<file path="src/wol_pkg.sv">
// constants and types shared by the wake-on-lan indication block
package wol_pkg;

    // ********************************************
    // bus geometry and register map
    // ********************************************
    localparam int ADDR_W = 16;
    localparam int DATA_W = 32;
    localparam int REG_W = 16;
    // register indexes; byte address is four times the index
    localparam logic [11:0] IDX_CFG = 12'h4a0;
    localparam logic [11:0] IDX_STAT = 12'h4a1;
    localparam logic [11:0] IDX_IRQ_ST = 12'h4b0;
    localparam logic [11:0] IDX_IRQ_CLR = 12'h4b1;
    localparam logic [11:0] IDX_IRQ_EN = 12'h4b2;
    localparam logic [15:0] ADDR_CFG = {2'h0, IDX_CFG, 2'h0};
    localparam logic [15:0] ADDR_STAT = {2'h0, IDX_STAT, 2'h0};
    localparam logic [15:0] ADDR_IRQ_ST = {2'h0, IDX_IRQ_ST, 2'h0};
    localparam logic [15:0] ADDR_IRQ_CLR = {2'h0, IDX_IRQ_CLR, 2'h0};
    localparam logic [15:0] ADDR_IRQ_EN = {2'h0, IDX_IRQ_EN, 2'h0};
    localparam logic [1:0] RESP_OKAY = 2'h0;
    localparam logic [1:0] RESP_SLVERR = 2'h2;

    // ********************************************
    // wake_filter_config fields
    // ********************************************
    localparam logic [15:0] CFG_RST = 16'h1081;
    localparam logic [15:0] CFG_WMASK = 16'h17e1;
    localparam int CFG_CRC_GATE = 12;
    localparam int CFG_LVL_CLR = 11;
    localparam int CFG_PSEL_HI = 10;
    localparam int CFG_PSEL_LO = 9;
    localparam int CFG_IND_SEL = 8;
    localparam int CFG_WOL_EN = 7;
    localparam int CFG_PW_EN = 5;
    localparam int CFG_WIRQ_EN = 0;

    // ********************************************
    // wake_filter_status fields
    // ********************************************
    localparam logic [15:0] STAT_RST = 16'h1000;
    localparam logic [15:0] STAT_WMASK = 16'h1000;
    localparam logic [15:0] STAT_W1C = 16'h00e1;
    localparam int ST_SRC = 12;
    localparam int ST_SFD = 7;
    localparam int ST_CRC = 6;
    localparam int ST_HACK = 5;
    localparam int ST_WAKE = 0;

    // ********************************************
    // interrupt bits
    // ********************************************
    localparam int IRQ_N = 4;
    localparam int IRQ_WAKE = 0;
    localparam int IRQ_SFD = 1;
    localparam int IRQ_CRC = 2;
    localparam int IRQ_PW = 3;
    localparam logic [IRQ_N-1:0] IRQ_RST = 4'h0;

    // ********************************************
    // wake pulse
    // ********************************************
    localparam int PCNT_W = 7;
    localparam logic [PCNT_W-1:0] PULSE_BASE = 7'h08;
    localparam logic [PCNT_W-1:0] PCNT_ONE = 7'h01;
    localparam logic [PCNT_W-1:0] PCNT_ZERO = 7'h00;

    typedef enum logic [1:0] {
        P_IDLE = 2'b01,
        P_BUSY = 2'b10
    } pulse_state_e;

endpackage : wol_pkg

</file>
<file path="src/wake_on_lan_indication.sv">
// wake-on-lan receive filter configuration, status and indication
//
// Decided for this implementation: the AXI4-Lite interface to the registers.
`timescale 1ns/1ps
module wake_on_lan_indication (
    // clock and reset
    input wire logic aclk,
    input wire logic aresetn,
    // axi4-lite write address
    input wire logic awvalid,
    output logic awready,
    input wire logic [wol_pkg::ADDR_W-1:0] awaddr,
    input wire logic [2:0] awprot,
    // axi4-lite write data
    input wire logic wvalid,
    output logic wready,
    input wire logic [wol_pkg::DATA_W-1:0] wdata,
    input wire logic [3:0] wstrb,
    // axi4-lite write response
    output logic bvalid,
    input wire logic bready,
    output logic [1:0] bresp,
    // axi4-lite read address
    input wire logic arvalid,
    output logic arready,
    input wire logic [wol_pkg::ADDR_W-1:0] araddr,
    input wire logic [2:0] arprot,
    // axi4-lite read data
    output logic rvalid,
    input wire logic rready,
    output logic [wol_pkg::DATA_W-1:0] rdata,
    output logic [1:0] rresp,
    // receive filter verdict, one pulse per frame
    input wire logic frame_done,
    input wire logic frame_sfd_err,
    input wire logic frame_crc_bad,
    input wire logic frame_is_wake,
    input wire logic frame_pw_ok,
    // strap and other interrupt source
    input wire logic wake_irq_strap,
    input wire logic data_pol_irq,
    // indications
    output logic wake_ind,
    output logic int_bit1,
    output logic irq
);

    // ********************************************
    // state
    // ********************************************
    typedef struct packed {
        logic [wol_pkg::REG_W-1:0] cfg;
        logic [wol_pkg::REG_W-1:0] stat;
        logic [wol_pkg::IRQ_N-1:0] irq_st;
        logic [wol_pkg::IRQ_N-1:0] irq_en;
        logic level;
        logic strap_done;
        logic int_out;
        logic aw_got;
        logic [wol_pkg::ADDR_W-1:0] aw_addr;
        logic w_got;
        logic [wol_pkg::REG_W-1:0] w_data;
        logic [1:0] w_strb;
        logic bvalid;
        logic [1:0] bresp;
        logic rvalid;
        logic [wol_pkg::DATA_W-1:0] rdata;
        logic [1:0] rresp;
    } wol_s;

    wol_s r, nxt;
    logic pulse_fire;
    logic pulse_out;

    // ********************************************
    // pulse generator
    // ********************************************
    wake_pulse_gen u_wake_pulse_gen (
        .aclk(aclk),
        .aresetn(aresetn),
        .fire(pulse_fire),
        .width_sel(r.cfg[wol_pkg::CFG_PSEL_HI:wol_pkg::CFG_PSEL_LO]),
        .pulse(pulse_out)
    );

    // ********************************************
    // frame events
    // ********************************************
    logic ev;
    logic gated;
    logic pw_fail;
    logic ev_sfd;
    logic ev_crc;
    logic ev_hack;
    logic ev_wake;

    always_comb begin
        ev = frame_done && r.cfg[wol_pkg::CFG_WOL_EN];
        gated = r.cfg[wol_pkg::CFG_CRC_GATE] && frame_crc_bad;
        pw_fail = r.cfg[wol_pkg::CFG_PW_EN] && !frame_pw_ok;
        ev_sfd = ev && frame_sfd_err;
        ev_crc = ev && frame_crc_bad;
        ev_hack = ev && frame_is_wake && !gated && pw_fail;
        ev_wake = ev && frame_is_wake && !gated && !pw_fail;
        pulse_fire = ev_wake && !r.cfg[wol_pkg::CFG_IND_SEL];
    end

    // ********************************************
    // read decode
    // ********************************************
    function automatic logic [wol_pkg::DATA_W:0] read_word(
        input logic [wol_pkg::ADDR_W-1:0] a, input wol_s s);
        logic [wol_pkg::DATA_W:0] v;
        v = '0;
        case (a)
            wol_pkg::ADDR_CFG: v[wol_pkg::REG_W-1:0] = s.cfg;
            wol_pkg::ADDR_STAT: v[wol_pkg::REG_W-1:0] = s.stat;
            wol_pkg::ADDR_IRQ_ST: v[wol_pkg::IRQ_N-1:0] = s.irq_st;
            wol_pkg::ADDR_IRQ_EN: v[wol_pkg::IRQ_N-1:0] = s.irq_en;
            wol_pkg::ADDR_IRQ_CLR: v = '0;
            default: v[wol_pkg::DATA_W] = 1'b1;
        endcase
        return v;
    endfunction : read_word

    // ********************************************
    // next state
    // ********************************************
    logic [wol_pkg::REG_W-1:0] wm;
    logic [wol_pkg::REG_W-1:0] newcfg;
    logic [wol_pkg::DATA_W:0] rd;
    logic wr_go;
    logic [wol_pkg::IRQ_N-1:0] irq_clr;
    logic lvl_clr;

    always_comb begin
        nxt = r;
        wm = {{8{r.w_strb[1]}}, {8{r.w_strb[0]}}};
        newcfg = r.cfg;
        rd = '0;
        irq_clr = '0;
        lvl_clr = 1'b0;
        wr_go = r.aw_got && r.w_got && !r.bvalid;

        // strap is sampled once, on the first clock after release
        if (!r.strap_done) begin
            nxt.strap_done = 1'b1;
            nxt.cfg[wol_pkg::CFG_WIRQ_EN] = wake_irq_strap;
        end

        // write channels are taken independently, in either order
        if (awvalid && awready) begin
            nxt.aw_got = 1'b1;
            nxt.aw_addr = awaddr;
        end
        if (wvalid && wready) begin
            nxt.w_got = 1'b1;
            nxt.w_data = wdata[wol_pkg::REG_W-1:0];
            nxt.w_strb = wstrb[1:0];
        end

        if (wr_go) begin
            nxt.aw_got = 1'b0;
            nxt.w_got = 1'b0;
            nxt.bvalid = 1'b1;
            nxt.bresp = wol_pkg::RESP_OKAY;
            case (r.aw_addr)
                wol_pkg::ADDR_CFG: begin
                    newcfg = (r.cfg & ~(wol_pkg::CFG_WMASK & wm))
                        | (r.w_data & wol_pkg::CFG_WMASK & wm);
                    nxt.cfg = newcfg;
                    lvl_clr = r.w_data[wol_pkg::CFG_LVL_CLR]
                        && wm[wol_pkg::CFG_LVL_CLR];
                    // enabling detection steers the source to wake
                    if (newcfg[wol_pkg::CFG_WOL_EN]
                        && !r.cfg[wol_pkg::CFG_WOL_EN]) begin
                        nxt.stat[wol_pkg::ST_SRC] = 1'b1;
                    end
                end
                wol_pkg::ADDR_STAT: begin
                    nxt.stat = (r.stat & ~(wol_pkg::STAT_WMASK & wm))
                        | (r.w_data & wol_pkg::STAT_WMASK & wm);
                    nxt.stat = nxt.stat
                        & ~(r.w_data & wol_pkg::STAT_W1C & wm);
                end
                wol_pkg::ADDR_IRQ_CLR: begin
                    if (r.w_strb[0]) begin
                        irq_clr = r.w_data[wol_pkg::IRQ_N-1:0];
                    end
                end
                wol_pkg::ADDR_IRQ_EN: begin
                    if (r.w_strb[0]) begin
                        nxt.irq_en = r.w_data[wol_pkg::IRQ_N-1:0];
                    end
                end
                wol_pkg::ADDR_IRQ_ST: begin
                    nxt.bresp = wol_pkg::RESP_OKAY;
                end
                default: nxt.bresp = wol_pkg::RESP_SLVERR;
            endcase
        end
        if (r.bvalid && bready) begin
            nxt.bvalid = 1'b0;
        end

        // reads
        if (arvalid && arready) begin
            rd = read_word(araddr, r);
            nxt.rvalid = 1'b1;
            nxt.rdata = rd[wol_pkg::DATA_W-1:0];
            nxt.rresp = rd[wol_pkg::DATA_W] ? wol_pkg::RESP_SLVERR
                : wol_pkg::RESP_OKAY;
        end else if (r.rvalid && rready) begin
            nxt.rvalid = 1'b0;
        end

        // hardware sets win over software clears
        nxt.irq_st = r.irq_st & ~irq_clr;
        if (ev_sfd) begin
            nxt.stat[wol_pkg::ST_SFD] = 1'b1;
            nxt.irq_st[wol_pkg::IRQ_SFD] = 1'b1;
        end
        if (ev_crc) begin
            nxt.stat[wol_pkg::ST_CRC] = 1'b1;
            nxt.irq_st[wol_pkg::IRQ_CRC] = 1'b1;
        end
        if (ev_hack) begin
            nxt.stat[wol_pkg::ST_HACK] = 1'b1;
            nxt.irq_st[wol_pkg::IRQ_PW] = 1'b1;
        end
        if (ev_wake) begin
            nxt.stat[wol_pkg::ST_WAKE] = 1'b1;
            nxt.irq_st[wol_pkg::IRQ_WAKE] = 1'b1;
        end

        // level mode: a wake in the clearing cycle keeps the level
        if (lvl_clr) begin
            nxt.level = 1'b0;
        end
        if (ev_wake && r.cfg[wol_pkg::CFG_IND_SEL]) begin
            nxt.level = 1'b1;
        end

        // shared interrupt line, wake side held by the sticky status
        nxt.int_out = r.stat[wol_pkg::ST_SRC]
            ? (r.stat[wol_pkg::ST_WAKE] && r.cfg[wol_pkg::CFG_WIRQ_EN])
            : data_pol_irq;
    end

    // ********************************************
    // registers
    // ********************************************
    always_ff @(posedge aclk) begin
        if (!aresetn) begin
            r.cfg <= wol_pkg::CFG_RST;
            r.stat <= wol_pkg::STAT_RST;
            r.irq_st <= wol_pkg::IRQ_RST;
            r.irq_en <= wol_pkg::IRQ_RST;
            r.level <= 1'b0;
            r.strap_done <= 1'b0;
            r.int_out <= 1'b0;
            r.aw_got <= 1'b0;
            r.aw_addr <= '0;
            r.w_got <= 1'b0;
            r.w_data <= '0;
            r.w_strb <= '0;
            r.bvalid <= 1'b0;
            r.bresp <= wol_pkg::RESP_OKAY;
            r.rvalid <= 1'b0;
            r.rdata <= '0;
            r.rresp <= wol_pkg::RESP_OKAY;
        end else begin
            r <= nxt;
        end
    end

    // ********************************************
    // outputs
    // ********************************************
    assign awready = !r.aw_got && !r.bvalid;
    assign wready = !r.w_got && !r.bvalid;
    assign bvalid = r.bvalid;
    assign bresp = r.bresp;
    assign arready = !r.rvalid;
    assign rvalid = r.rvalid;
    assign rdata = r.rdata;
    assign rresp = r.rresp;
    // mode switch mid-indication simply shows the newly chosen source
    assign wake_ind = r.cfg[wol_pkg::CFG_IND_SEL] ? r.level : pulse_out;
    assign int_bit1 = r.int_out;
    assign irq = |(r.irq_st & r.irq_en);

endmodule : wake_on_lan_indication

</file>
<file path="src/wake_pulse_gen.sv">
// wake pulse generator: fixed-length pulse of 8, 16, 32 or 64 cycles
`timescale 1ns/1ps
module wake_pulse_gen (
    // clock and reset
    input wire logic aclk,
    input wire logic aresetn,
    // trigger
    input wire logic fire,
    input wire logic [1:0] width_sel,
    // pulse out
    output logic pulse
);

    typedef struct packed {
        wol_pkg::pulse_state_e state;
        logic [wol_pkg::PCNT_W-1:0] cnt;
        logic pulse;
    } pulse_s;

    pulse_s r, nxt;

    always_comb begin
        nxt = r;
        case (r.state)
            wol_pkg::P_IDLE: begin
                if (fire) begin
                    // length is base shifted by the select field
                    nxt.cnt = wol_pkg::PCNT_W'(wol_pkg::PULSE_BASE << width_sel)
                        - wol_pkg::PCNT_ONE;
                    nxt.pulse = 1'b1;
                    nxt.state = wol_pkg::P_BUSY;
                end
            end
            wol_pkg::P_BUSY: begin
                // a new trigger during a pulse is absorbed into it
                if (r.cnt == wol_pkg::PCNT_ZERO) begin
                    nxt.pulse = 1'b0;
                    nxt.state = wol_pkg::P_IDLE;
                end else begin
                    nxt.cnt = r.cnt - wol_pkg::PCNT_ONE;
                end
            end
            default: begin
                nxt.state = wol_pkg::P_IDLE;
                nxt.pulse = 1'b0;
                nxt.cnt = wol_pkg::PCNT_ZERO;
            end
        endcase
    end

    always_ff @(posedge aclk) begin
        if (!aresetn) begin
            r.state <= wol_pkg::P_IDLE;
            r.cnt <= wol_pkg::PCNT_ZERO;
            r.pulse <= 1'b0;
        end else begin
            r <= nxt;
        end
    end

    assign pulse = r.pulse;

endmodule : wake_pulse_gen

</file>
<file path="config.mk">
export PLATFORM = sky130hd
export DESIGN_NAME = wake_on_lan_indication
export DESIGN_NICKNAME = d
export VERILOG_FILES = /design/src/wol_pkg.sv /design/src/wake_on_lan_indication.sv /design/src/wake_pulse_gen.sv
export SDC_FILE = /design/constraint.sdc
export NUM_CORES = 1
export LEC_CHECK = 0
export BUFFER_PORTS_ARGS = -buffer_cell sky130_fd_sc_hd__buf_2
export CAP_MARGIN = 10
export CORE_UTILIZATION = 55
export DETAILED_ROUTE_END_ITERATION = 16
export PLACE_DENSITY = 0.86
export SLEW_MARGIN = 20
export SYNTH_ARGS = -nofsm -noshare
export SYNTH_HDL_FRONTEND = slang
export SYNTH_SLANG_ARGS = --single-unit
</file>
<file path="constraint.sdc">
create_clock -name aclk -period 3.65 [get_ports aclk]
set_clock_uncertainty 0.15 [all_clocks]
set_input_delay 0.73 -clock aclk [delete_from_list [all_inputs] [get_ports aclk]]
set_output_delay 0.73 -clock aclk [all_outputs]
set_load 0.01 [all_outputs]
</file>
## Word level (Yosys, flattened, before mapping)

Cells that the tools add are included.

| word-level totals | value |
|---|---|
| bits in registers | 111 |
| word-level logic and storage cells | 164 |
| output and inout port bits | 44 |

| cells by class | value |
|---|---|
| shift-type cells | 1 |
| add/subtract/negate cells | 2 |
| reduce and logical (&&, ||, !) cells | 59 |
| bitwise gates (word level) | 15 |
| equality and inequality tests | 16 |
| mux-type cells | 45 |

Operator list:

| kind | number |
|---|---|
| 16-bit by 13-bit equality test with 1-bit output, second input constant | 10 |
| 76-bit two-way mux | 1 |
| 16-bit AND | 3 |
| 17-bit two-way mux | 2 |
| 13-bit by 16-bit AND with 16-bit output | 2 |
| 13-bit inverter with 16-bit output | 2 |
| 16-bit bitwise OR | 2 |
| 1-bit two-way mux | 25 |
| 12-bit case mux with 2 select lines | 1 |
| 1-bit logical AND | 23 |
| 2-bit nonzero test | 11 |
| 10-bit case mux with 2 select lines | 1 |
| 19-bit two-way mux | 1 |
| 18-bit two-way mux | 1 |
| 8-bit by 16-bit AND with 16-bit output | 1 |
| 16-bit inverter | 1 |
| 4-bit case mux with 4 select lines | 1 |
| 2-bit AND reduction | 8 |
| 7-bit by 1-bit subtractor with 7-bit output, second input constant | 2 |
| 12-bit two-way mux | 1 |
| 4-bit two-way mux | 3 |
| 10-bit two-way mux | 1 |
| 5-bit OR reduction | 2 |
| 1-bit zero test | 9 |
| other kinds (16) | 24 |

## Longest topological paths before layout

Gate-level depths: netlist of the first run.

| logic depth | value |
|---|---|
| depth after elaboration | 8 |
| depth in mapped cells | 8 |

## Hierarchy

A second synthesis of the first run with hierarchy kept.

| unflattened totals | value |
|---|---|
| cell total of the unflattened synthesis | 473 |
| area total of the unflattened synthesis | 4112.7 µm² |

By module, submodules not included:

| module | area each (µm²) | seq. area each (µm²) | instances | cells an instance |
|---|---|---|---|---|
| wake_on_lan_indication | 3418.3 | 1421.4 | 1 | 393 |
| wake_pulse_gen | 694.4 | 180.2 | 1 | 80 |

## Worst setup path after synthesis of the first run

OpenSTA, ideal clock, no wires.

| timing path | value |
|---|---|
| path kind | input-to-reg |
| from | input port frame_is_wake |
| to | register u_wake_pulse_gen.r[7] in the netlist's numbering |
| data arrival time | 1.821 ns |
| slack | 1.563 ns |
| buffers on the path | 0 |
| stages on the path | 5 |
| required time | 3.384 ns |
| cells stage by stage | a21bo_2 o41ai_4 o21ai_2 and3_1 a41o_1 |

| between the ends | value |
|---|---|
| cells in the longest elaborated chain, start to end | 6 |

RTL lines:

| element | line | text |
|---|---|---|
| start: declaration | wake_on_lan_indication.sv:37 | `input wire logic frame_is_wake,` |
| 1-bit logical AND (3 in series) | wake_on_lan_indication.sv:104 | `ev_wake = ev && frame_is_wake && !gated && !pw_fail;` |
| 1-bit logical AND | wake_on_lan_indication.sv:105 | `pulse_fire = ev_wake && !r.cfg[wol_pkg::CFG_IND_SEL];` |
| 2-bit inequality test (no source line) | -- |  |
| 2-bit AND reduction (no source line) | -- |  |
| end signal: assignment | wake_pulse_gen.sv:57 | `r <= nxt;` |
| end: declaration | wake_pulse_gen.sv:20 | `pulse_s r, nxt;` |

No other way between the ends.
A chain may end at the register's enable or synchronous reset.

## Final worst setup path of the first run

| timing path | value |
|---|---|
| from | register u_wake_pulse_gen.r[8] in the netlist's numbering |
| to | register u_wake_pulse_gen.r[7] in the netlist's numbering |

| between the ends | value |
|---|---|
| cells in the longest elaborated chain, start to end | 3 |
| elaborated cells on any way between the ends | 6 |
| those cells by class | 4 x eq/ne; 1 x mux; 1 x reduce/logical |

RTL lines:

| element | line | text |
|---|---|---|
| 2-bit equality test / 2-bit by 1-bit equality test with 1-bit output (equally long branches) | wake_pulse_gen.sv:24 | `case (r.state)` |
| 2-bit inequality test (no source line) | -- |  |
| 2-bit AND reduction (no source line) | -- |  |

Several ways; a longest one is shown, not always the timed one.

==> impl_metrics.py, run 1 <==
metrics = {
    "run_status": {
        "status": "complete, no violations",
    },
    "cts": {
        "ctsHoldBuffers": 0,
        "clkTransAtPathRegs_ns": 0.08,
        "clkLatencyLatePin_ns": 0.36,
        "postCtsSetupBuffers": 0,
        "cts_buffer_depth": 2,
        "numCtsBuffers": 9,
        "root_buffer": "clkbuf_8",
        "cts_resized": 0,
        "cts.sinks": 80,
        "cts_tree": "done",
        "htreeDepth": 3,
    },
    "drt": {
        "drt_iter0_drc": 212,
        "drt_wl_total_um": 8300,
        "vias": 3326,
        "first_pass_iters": 4,
        "ant_nets": 0,
        "avgViaCountPerCell": 5.31,
        "drc": 0,
        "wl_per_cell_um": 13.3,
    },
    "synth": {
        "ys_types": 55,
        "yosysSeqAreaShare_pct": 40.2,
        "yosys.area.top_type": "dfxtp_1",
        "yosys_most_used_dff": "dfxtp_1",
        "ys_ff_latch": 80,
        "syn_avg_cell_area_sq_um": 8.52,
        "synth.top_cell.area_share_pct": 40.2,
        "syn_area_sq_mm": 0.00399,
        "synth_warnings": 0,
        "ys_async_sr_fraction_pct": 0,
        "syn_inst": 468,
        "synth_edf_count": 0,
        "synth_area_leaders": "dfxtp_1 (40%), nand2_1 (8.1%), buf_4 (6.8%), a21boi_0 (6.0%), mux2i_1 (4.3%)",
    },
    "critical_path": {
        "cp.required_ns": 3.75,
        "crit_fanout": 17,
        "cp-end-kind": "flip-flop",
        "critical_path_class": "flip-flop to flip-flop",
        "start_kind": "flip-flop",
        "arrival_ns": 2.24,
        "reg2reg_slack_ns": 1.51,
    },
    "finish": {
        "largest_reg_flops": 48,
        "drive_above_1_share_pct": 21.9,
        "diodes": 0,
        "final_nets": 618,
        "largest_register": "r",
        "fin_util_pct": 65.0,
        "final_cell_area_sq_mm": 0.00449,
        "final_common_cell": "nand2_1",
        "largestRegisters": "r: 48 flops, rdata: 11 flops, u_wake_pulse_gen.r: 8 flops",
        "layout_common_cells": "nand2_1 (86), dfxtp_1 (80), buf_2 (80)",
        "synthToLayoutAreaGrowth_pct": 12.6,
    },
    "global_route": {
        "grt_max_degree": 57,
        "grt_pass1_vias": 3147,
        "overflow": 0,
        "antenna_found_initial": 0,
        "gr-usage-all-layers_pct": 23.3,
        "grt_pass1_wl_um": 13600,
    },
    "placed_design": {
        "gp_congestion": 0.843,
        "io_buffer_count": 80,
        "post-place-ws_ns": 1.30,
        "hpwlAfterDp_um": 6090,
        "placed_area_sq_mm": 0.00424,
    },
    "sta": {
        "setup_slack_ns": 1.51,
        "slew_headroom_pct": 47.2,
        "fmax_ghz": 0.467,
        "slew_violations": 0,
        "period_share_pct": 58.6,
        "hold_viol": 0,
        "setup_tns_ns": 0,
        "rsz0062_at_grt": "false",
        "final-setup-viol-count": 0,
        "tightest_slew_ns": 0.792,
        "period_needed_ns": 2.14,
    },
    "job": {
        "max_cap_viol_count": 0,
    },
    "power_and_ir_drop": {
        "pwr_density_cell_mw_per_mm2": 509,
        "leakagePower_nw": 1.95,
        "ir_worst_vdd_mv": 0.209,
    },
    "min_path": {
        "hold_class": "flip-flop to flip-flop",
    },
    "floorplan": {
        "die_area_sq_mm": 0.00759,
        "core_sq_mm": 0.00691,
        "ios": 132,
        "fp-row-count": 30,
        "die_height_um": 87.1,
        "die_w_um": 87.1,
        "initial_utilization_pct": 57.7,
    },
}
## critical path: stages, from the launching register on
cell and delay (ns):
dfxtp_1 0.34, inv_1 0.10, ha_1 0.52, nor3_1 0.12
and4b_1 0.31, o21ai_0 0.11, xnor2_1 0.14, a41o_1 0.24
## cell families after synthesis
logic type      Yosys count  synth area share [%]
flops                    80                  40.2
xor+xnor                  6                  1.32
mux                      21                  5.40
other cells               1                0.0941
buf+inv                  63                  9.45
compound gates          100                  17.6
simple gates            192                  24.4
fa+ha+maj                 5                  1.57
## report_power, final
part           total [mW]  internal, mW  switching, mW
combinational       0.499         0.201          0.299
clock               0.787         0.473          0.314
sequential           1.00         0.939         0.0615
total                2.29          1.61          0.674
## final timing paths
kind | startpoint | endpoint | cells after the start
worst max-delay path | u_wake_pulse_gen.r[8]$_SDFFE_PN1P_ | u_wake_pulse_gen.r[7]$_SDFFE_PN0P_ | 7
worst min register to register | r[70]$_SDFFE_PN0P_ | r[70]$_SDFFE_PN0P_ | 2
worst max register to register | u_wake_pulse_gen.r[8]$_SDFFE_PN1P_ | u_wake_pulse_gen.r[7]$_SDFFE_PN0P_ | 7
worst min-delay path | r[70]$_SDFFE_PN0P_ | r[70]$_SDFFE_PN0P_ | 2
## synthesized netlist by cell type, types with 5 or more instances
master / number
nor3_1: 5
ha_1: 5
clkbuf_1: 17
nand2b_1: 6
a22oi_1: 12
inv_1: 6
a21boi_0: 32
mux2i_1: 17
nor2b_1: 25
a21oi_1: 10
dfxtp_1: 80
nand2_1: 86
buf_4: 36
a31oi_1: 7
nor2_1: 18
and2_1: 5
o21ai_0: 19
nand3_1: 14
## through the flow
| step | total power, mW | hold WS [ns] | std cells |
|---|---|---|---|
| final | 2.29 | 0.319 | 626 |
| after global routing | 2.41 | 0.335 | 626 |
| after CTS | 2.29 | 0.324 | 626 |
| after detailed placement | 1.51 | 0.312 | 610 |
| after global placement | 1.49 | 0.299 | 610 |
| after floorplan | 1.40 | 0.286 | 490 |
## layout make-up
cell class,count,area (sq um)
Timing Repair Buffer,81,408
Clock buffer,11,141
Inverter,6,22.5
Tap cell,96,120
Sequential cell,80,1600
Fill cell,573,2420
Multi-Input combinational cell,347,2090
Clock inverter,5,104
## layer usage
metal | GRT usage (%) | vias up | share of wire [%]
li1 | - | 1672 | -
met1 | 28.7 | 1508 | 45
met2 | 38.3 | 126 | 46
met3 | 3.98 | 20 | 6.4
met4 | 13.6 | 0 | 2.5
met5 | 0 | - | 0
Power figures use the tool's default switching activity.
==> run 2, diff against run 1 <==
--- a/config.mk
+++ b/config.mk
@@ -7,9 +7,9 @@
 export LEC_CHECK = 0
 export BUFFER_PORTS_ARGS = -buffer_cell sky130_fd_sc_hd__buf_2
 export CAP_MARGIN = 10
-export CORE_UTILIZATION = 55
+export CORE_UTILIZATION = 51
 export DETAILED_ROUTE_END_ITERATION = 16
-export PLACE_DENSITY = 0.86
+export PLACE_DENSITY = 0.81
 export SLEW_MARGIN = 20
 export SYNTH_ARGS = -nofsm -noshare
 export SYNTH_HDL_FRONTEND = slang
==> constraint.sdc (replaced) <==
create_clock -name aclk -period 2.1 [get_ports aclk]
set_clock_uncertainty 0.15 [all_clocks]
set_input_delay 0.42 -clock aclk [delete_from_list [all_inputs] [get_ports aclk]]
set_output_delay 0.42 -clock aclk [all_outputs]
set_load 0.01 [all_outputs]
==> run 2 against run 1 <==
Against the previous run: clock power grew 28%; global-route usage shrank 1.8 points; sequential share of layout area is essentially flat; combinational power grew 84%; cell count grew 1.3%; core utilization shrank 4.4 points; first-iteration DRC count grew 36%; non-clock buffer count grew 6; wire length grew 1.4%; largest cell class unchanged.
==> impl_metrics.py, run 2 (synthesized netlist as in run 1, its figures left out) <==
metrics = {
    "sta": {
        "rsz0062_at_grt": "false",
        "fmax_ghz": 0.498,
        "period_needed_ns": 2.01,
        "slew_violations": 0,
        "final-setup-viol-count": 0,
        "hold_viol": 0,
        "slew_headroom_pct": 62.7,
        "period_share_pct": 95.7,
        "tightest_slew_ns": 0.560,
        "setup_tns_ns": 0,
    },
    "cts": {
        "cts_buffer_depth": 2,
        "root_buffer": "clkbuf_8",
        "postCtsSetupBuffers": 0,
        "cts.sinks": 80,
        "clkLatencyLatePin_ns": 0.35,
        "numCtsBuffers": 9,
        "cts_tree": "done",
        "clkTransAtPathRegs_ns": 0.08,
        "ctsHoldBuffers": 0,
        "htreeDepth": 3,
    },
    "drt": {
        "drt_iter0_drc": 289,
        "avgViaCountPerCell": 5.29,
        "ant_nets": 0,
        "drt_wl_total_um": 8410,
        "drc": 0,
        "vias": 3354,
        "wl_per_cell_um": 13.3,
        "first_pass_iters": 5,
    },
    "finish": {
        "final_common_cell": "nand2_1",
        "diodes": 0,
        "finalNonFillerCells": 634,
        "synthToLayoutAreaGrowth_pct": 12.7,
        "largestRegisters": "r: 48 flops, rdata: 11 flops, u_wake_pulse_gen.r: 8 flops",
        "largest_register": "r",
        "drive_above_1_share_pct": 23.2,
        "final_nets": 624,
        "multiInputGateArea_sq_mm": 0.00211,
        "largest_reg_flops": 48,
        "layout_common_cells": "nand2_1 (86), dfxtp_1 (80), buf_2 (80)",
        "n_fill_cell": 644,
        "regArea_sq_mm": 0.00160,
    },
    "critical_path": {
        "start_kind": "flip-flop",
        "reg2reg_to": "u_wake_pulse_gen.r[7]$_SDFFE_PN0P_",
        "cp-end-kind": "flip-flop",
        "arrival_ns": 2.10,
        "cp.required_ns": 2.19,
        "critical_path_class": "flip-flop to flip-flop",
        "timing.rr.start": "u_wake_pulse_gen.r[8]$_SDFFE_PN1P_",
        "r2r_cells": 8,
        "crit_fanout": 7,
        "reg2reg_slack_ns": 0.09,
    },
    "floorplan": {
        "ios": 132,
        "core_sq_mm": 0.00741,
        "fp-row-count": 31,
        "die_height_um": 90.4,
        "initial_utilization_pct": 53.8,
        "die_w_um": 90.4,
        "die_area_sq_mm": 0.00817,
    },
    "min_path": {
        "hold_path.startpoint": "awaddr[13]",
        "hold_class": "primary input to flip-flop",
        "hold_end": "r[70]$_SDFFE_PN0P_",
        "min_path_cells": 3,
    },
    "power_and_ir_drop": {
        "pwr_density_cell_mw_per_mm2": 817,
        "leakagePower_nw": 1.94,
        "ir_worst_vdd_mv": 0.420,
    },
    "global_route": {
        "gr-usage-all-layers_pct": 21.5,
        "overflow": 0,
        "grt_pass1_vias": 3139,
        "grt_pass1_wl_um": 14200,
        "grt_max_degree": 42,
        "antenna_found_initial": 0,
    },
    "job": {
        "max_cap_viol_count": 0,
    },
    "placed_design": {
        "dp_cells": 619,
        "gp_congestion": 0.824,
        "io_buffer_count": 80,
        "hpwlAfterDp_um": 6260,
    },
    "run_status": {
        "status": "complete, no violations",
    },
}
[run 2: cell count changes in the layout (fill, tap and decap cells not counted)]
cell / previous run / this run
ha_1: 5 / 4
buf_12: 0 / 1
ha_2: 0 / 1
clkinv_2: 1 / 0
clkinvlp_4: 0 / 3
nor4b_2: 1 / 3
buf_4: 1 / 6
bufinv_16: 3 / 0
nor4b_1: 2 / 0
[run 2: how the worst max path moves through the flow]
stage	cells after the start	endpoint	from
floorplan	8	u_wake_pulse_gen.r[7]$_SDFFE_PN0P_	u_wake_pulse_gen.r[8]$_SDFFE_PN1P_
global placement	6	rdata[1]$_SDFFE_PN0P_	araddr[1]
detailed placement	6	rdata[1]$_SDFFE_PN0P_	araddr[1]
CTS	8	u_wake_pulse_gen.r[7]$_SDFFE_PN0P_	u_wake_pulse_gen.r[8]$_SDFFE_PN1P_
global route	8	u_wake_pulse_gen.r[7]$_SDFFE_PN0P_	u_wake_pulse_gen.r[8]$_SDFFE_PN1P_
finish	8	u_wake_pulse_gen.r[7]$_SDFFE_PN0P_	u_wake_pulse_gen.r[8]$_SDFFE_PN1P_
[run 2: layout make-up]
cell class,count,share of cell area (%)
Tap cell,99,2.76
Clock buffer,11,3.15
Multi-Input combinational cell,347,46.9
Timing Repair Buffer,87,10.4
Inverter,6,0.501
Sequential cell,80,35.7
Clock inverter,4,0.696
[run 2: critical path, stage by stage, from the launching register on]
cell and delay (ns):
dfxtp_1 0.38, inv_1 0.09, ha_2 0.22, nand2_1 0.09, ha_1 0.19, and4b_1 0.26
o21ai_0 0.13, xnor2_1 0.16, a41o_1 0.24
[run 2: power by group]
| part | total, mW | internal, mW | switching (mW) | leakage [nW] |
|---|---|---|---|---|
| Clock | 1.01 | 0.457 | 0.551 | 0.0776 |
| Combinational | 0.918 | 0.381 | 0.538 | 1.21 |
| Sequential | 1.74 | 1.63 | 0.113 | 0.654 |
| Total | 3.67 | 2.47 | 1.20 | 1.94 |
[run 2: what timing repair did]
action / CTS / global route
endpoints found under the setup margin: 0 / 7
endpoints found under the hold margin: 0 / 0
resized for setup: 0 / 3
[run 2: metal layers]
metal,up-vias,track usage (%),wire [um]
li1,1676,-,-
met1,1537,27.5,3880
met2,135,35.9,3850
met3,6,5.30,592
met4,0,5.78,83
met5,-,0,0
[run 2: metrics by stage]
stage / util [%] / hold WS, ns / total power [mW] / cell area (sq um) / setup slack (ns)
after floorplan: - / 0.286 / 2.43 / 4070 / 0.294
after global placement: 58.1 / 0.300 / 2.65 / 4300 / 0.162
after detailed placement: 58.1 / 0.307 / 2.68 / 4300 / 0.119
after CTS: 60.4 / 0.155 / 3.68 / 4480 / 0.0440
after global routing: 60.6 / 0.150 / 3.88 / 4490 / 0.0191
final: 60.6 / 0.159 / 3.67 / 4490 / 0.0909
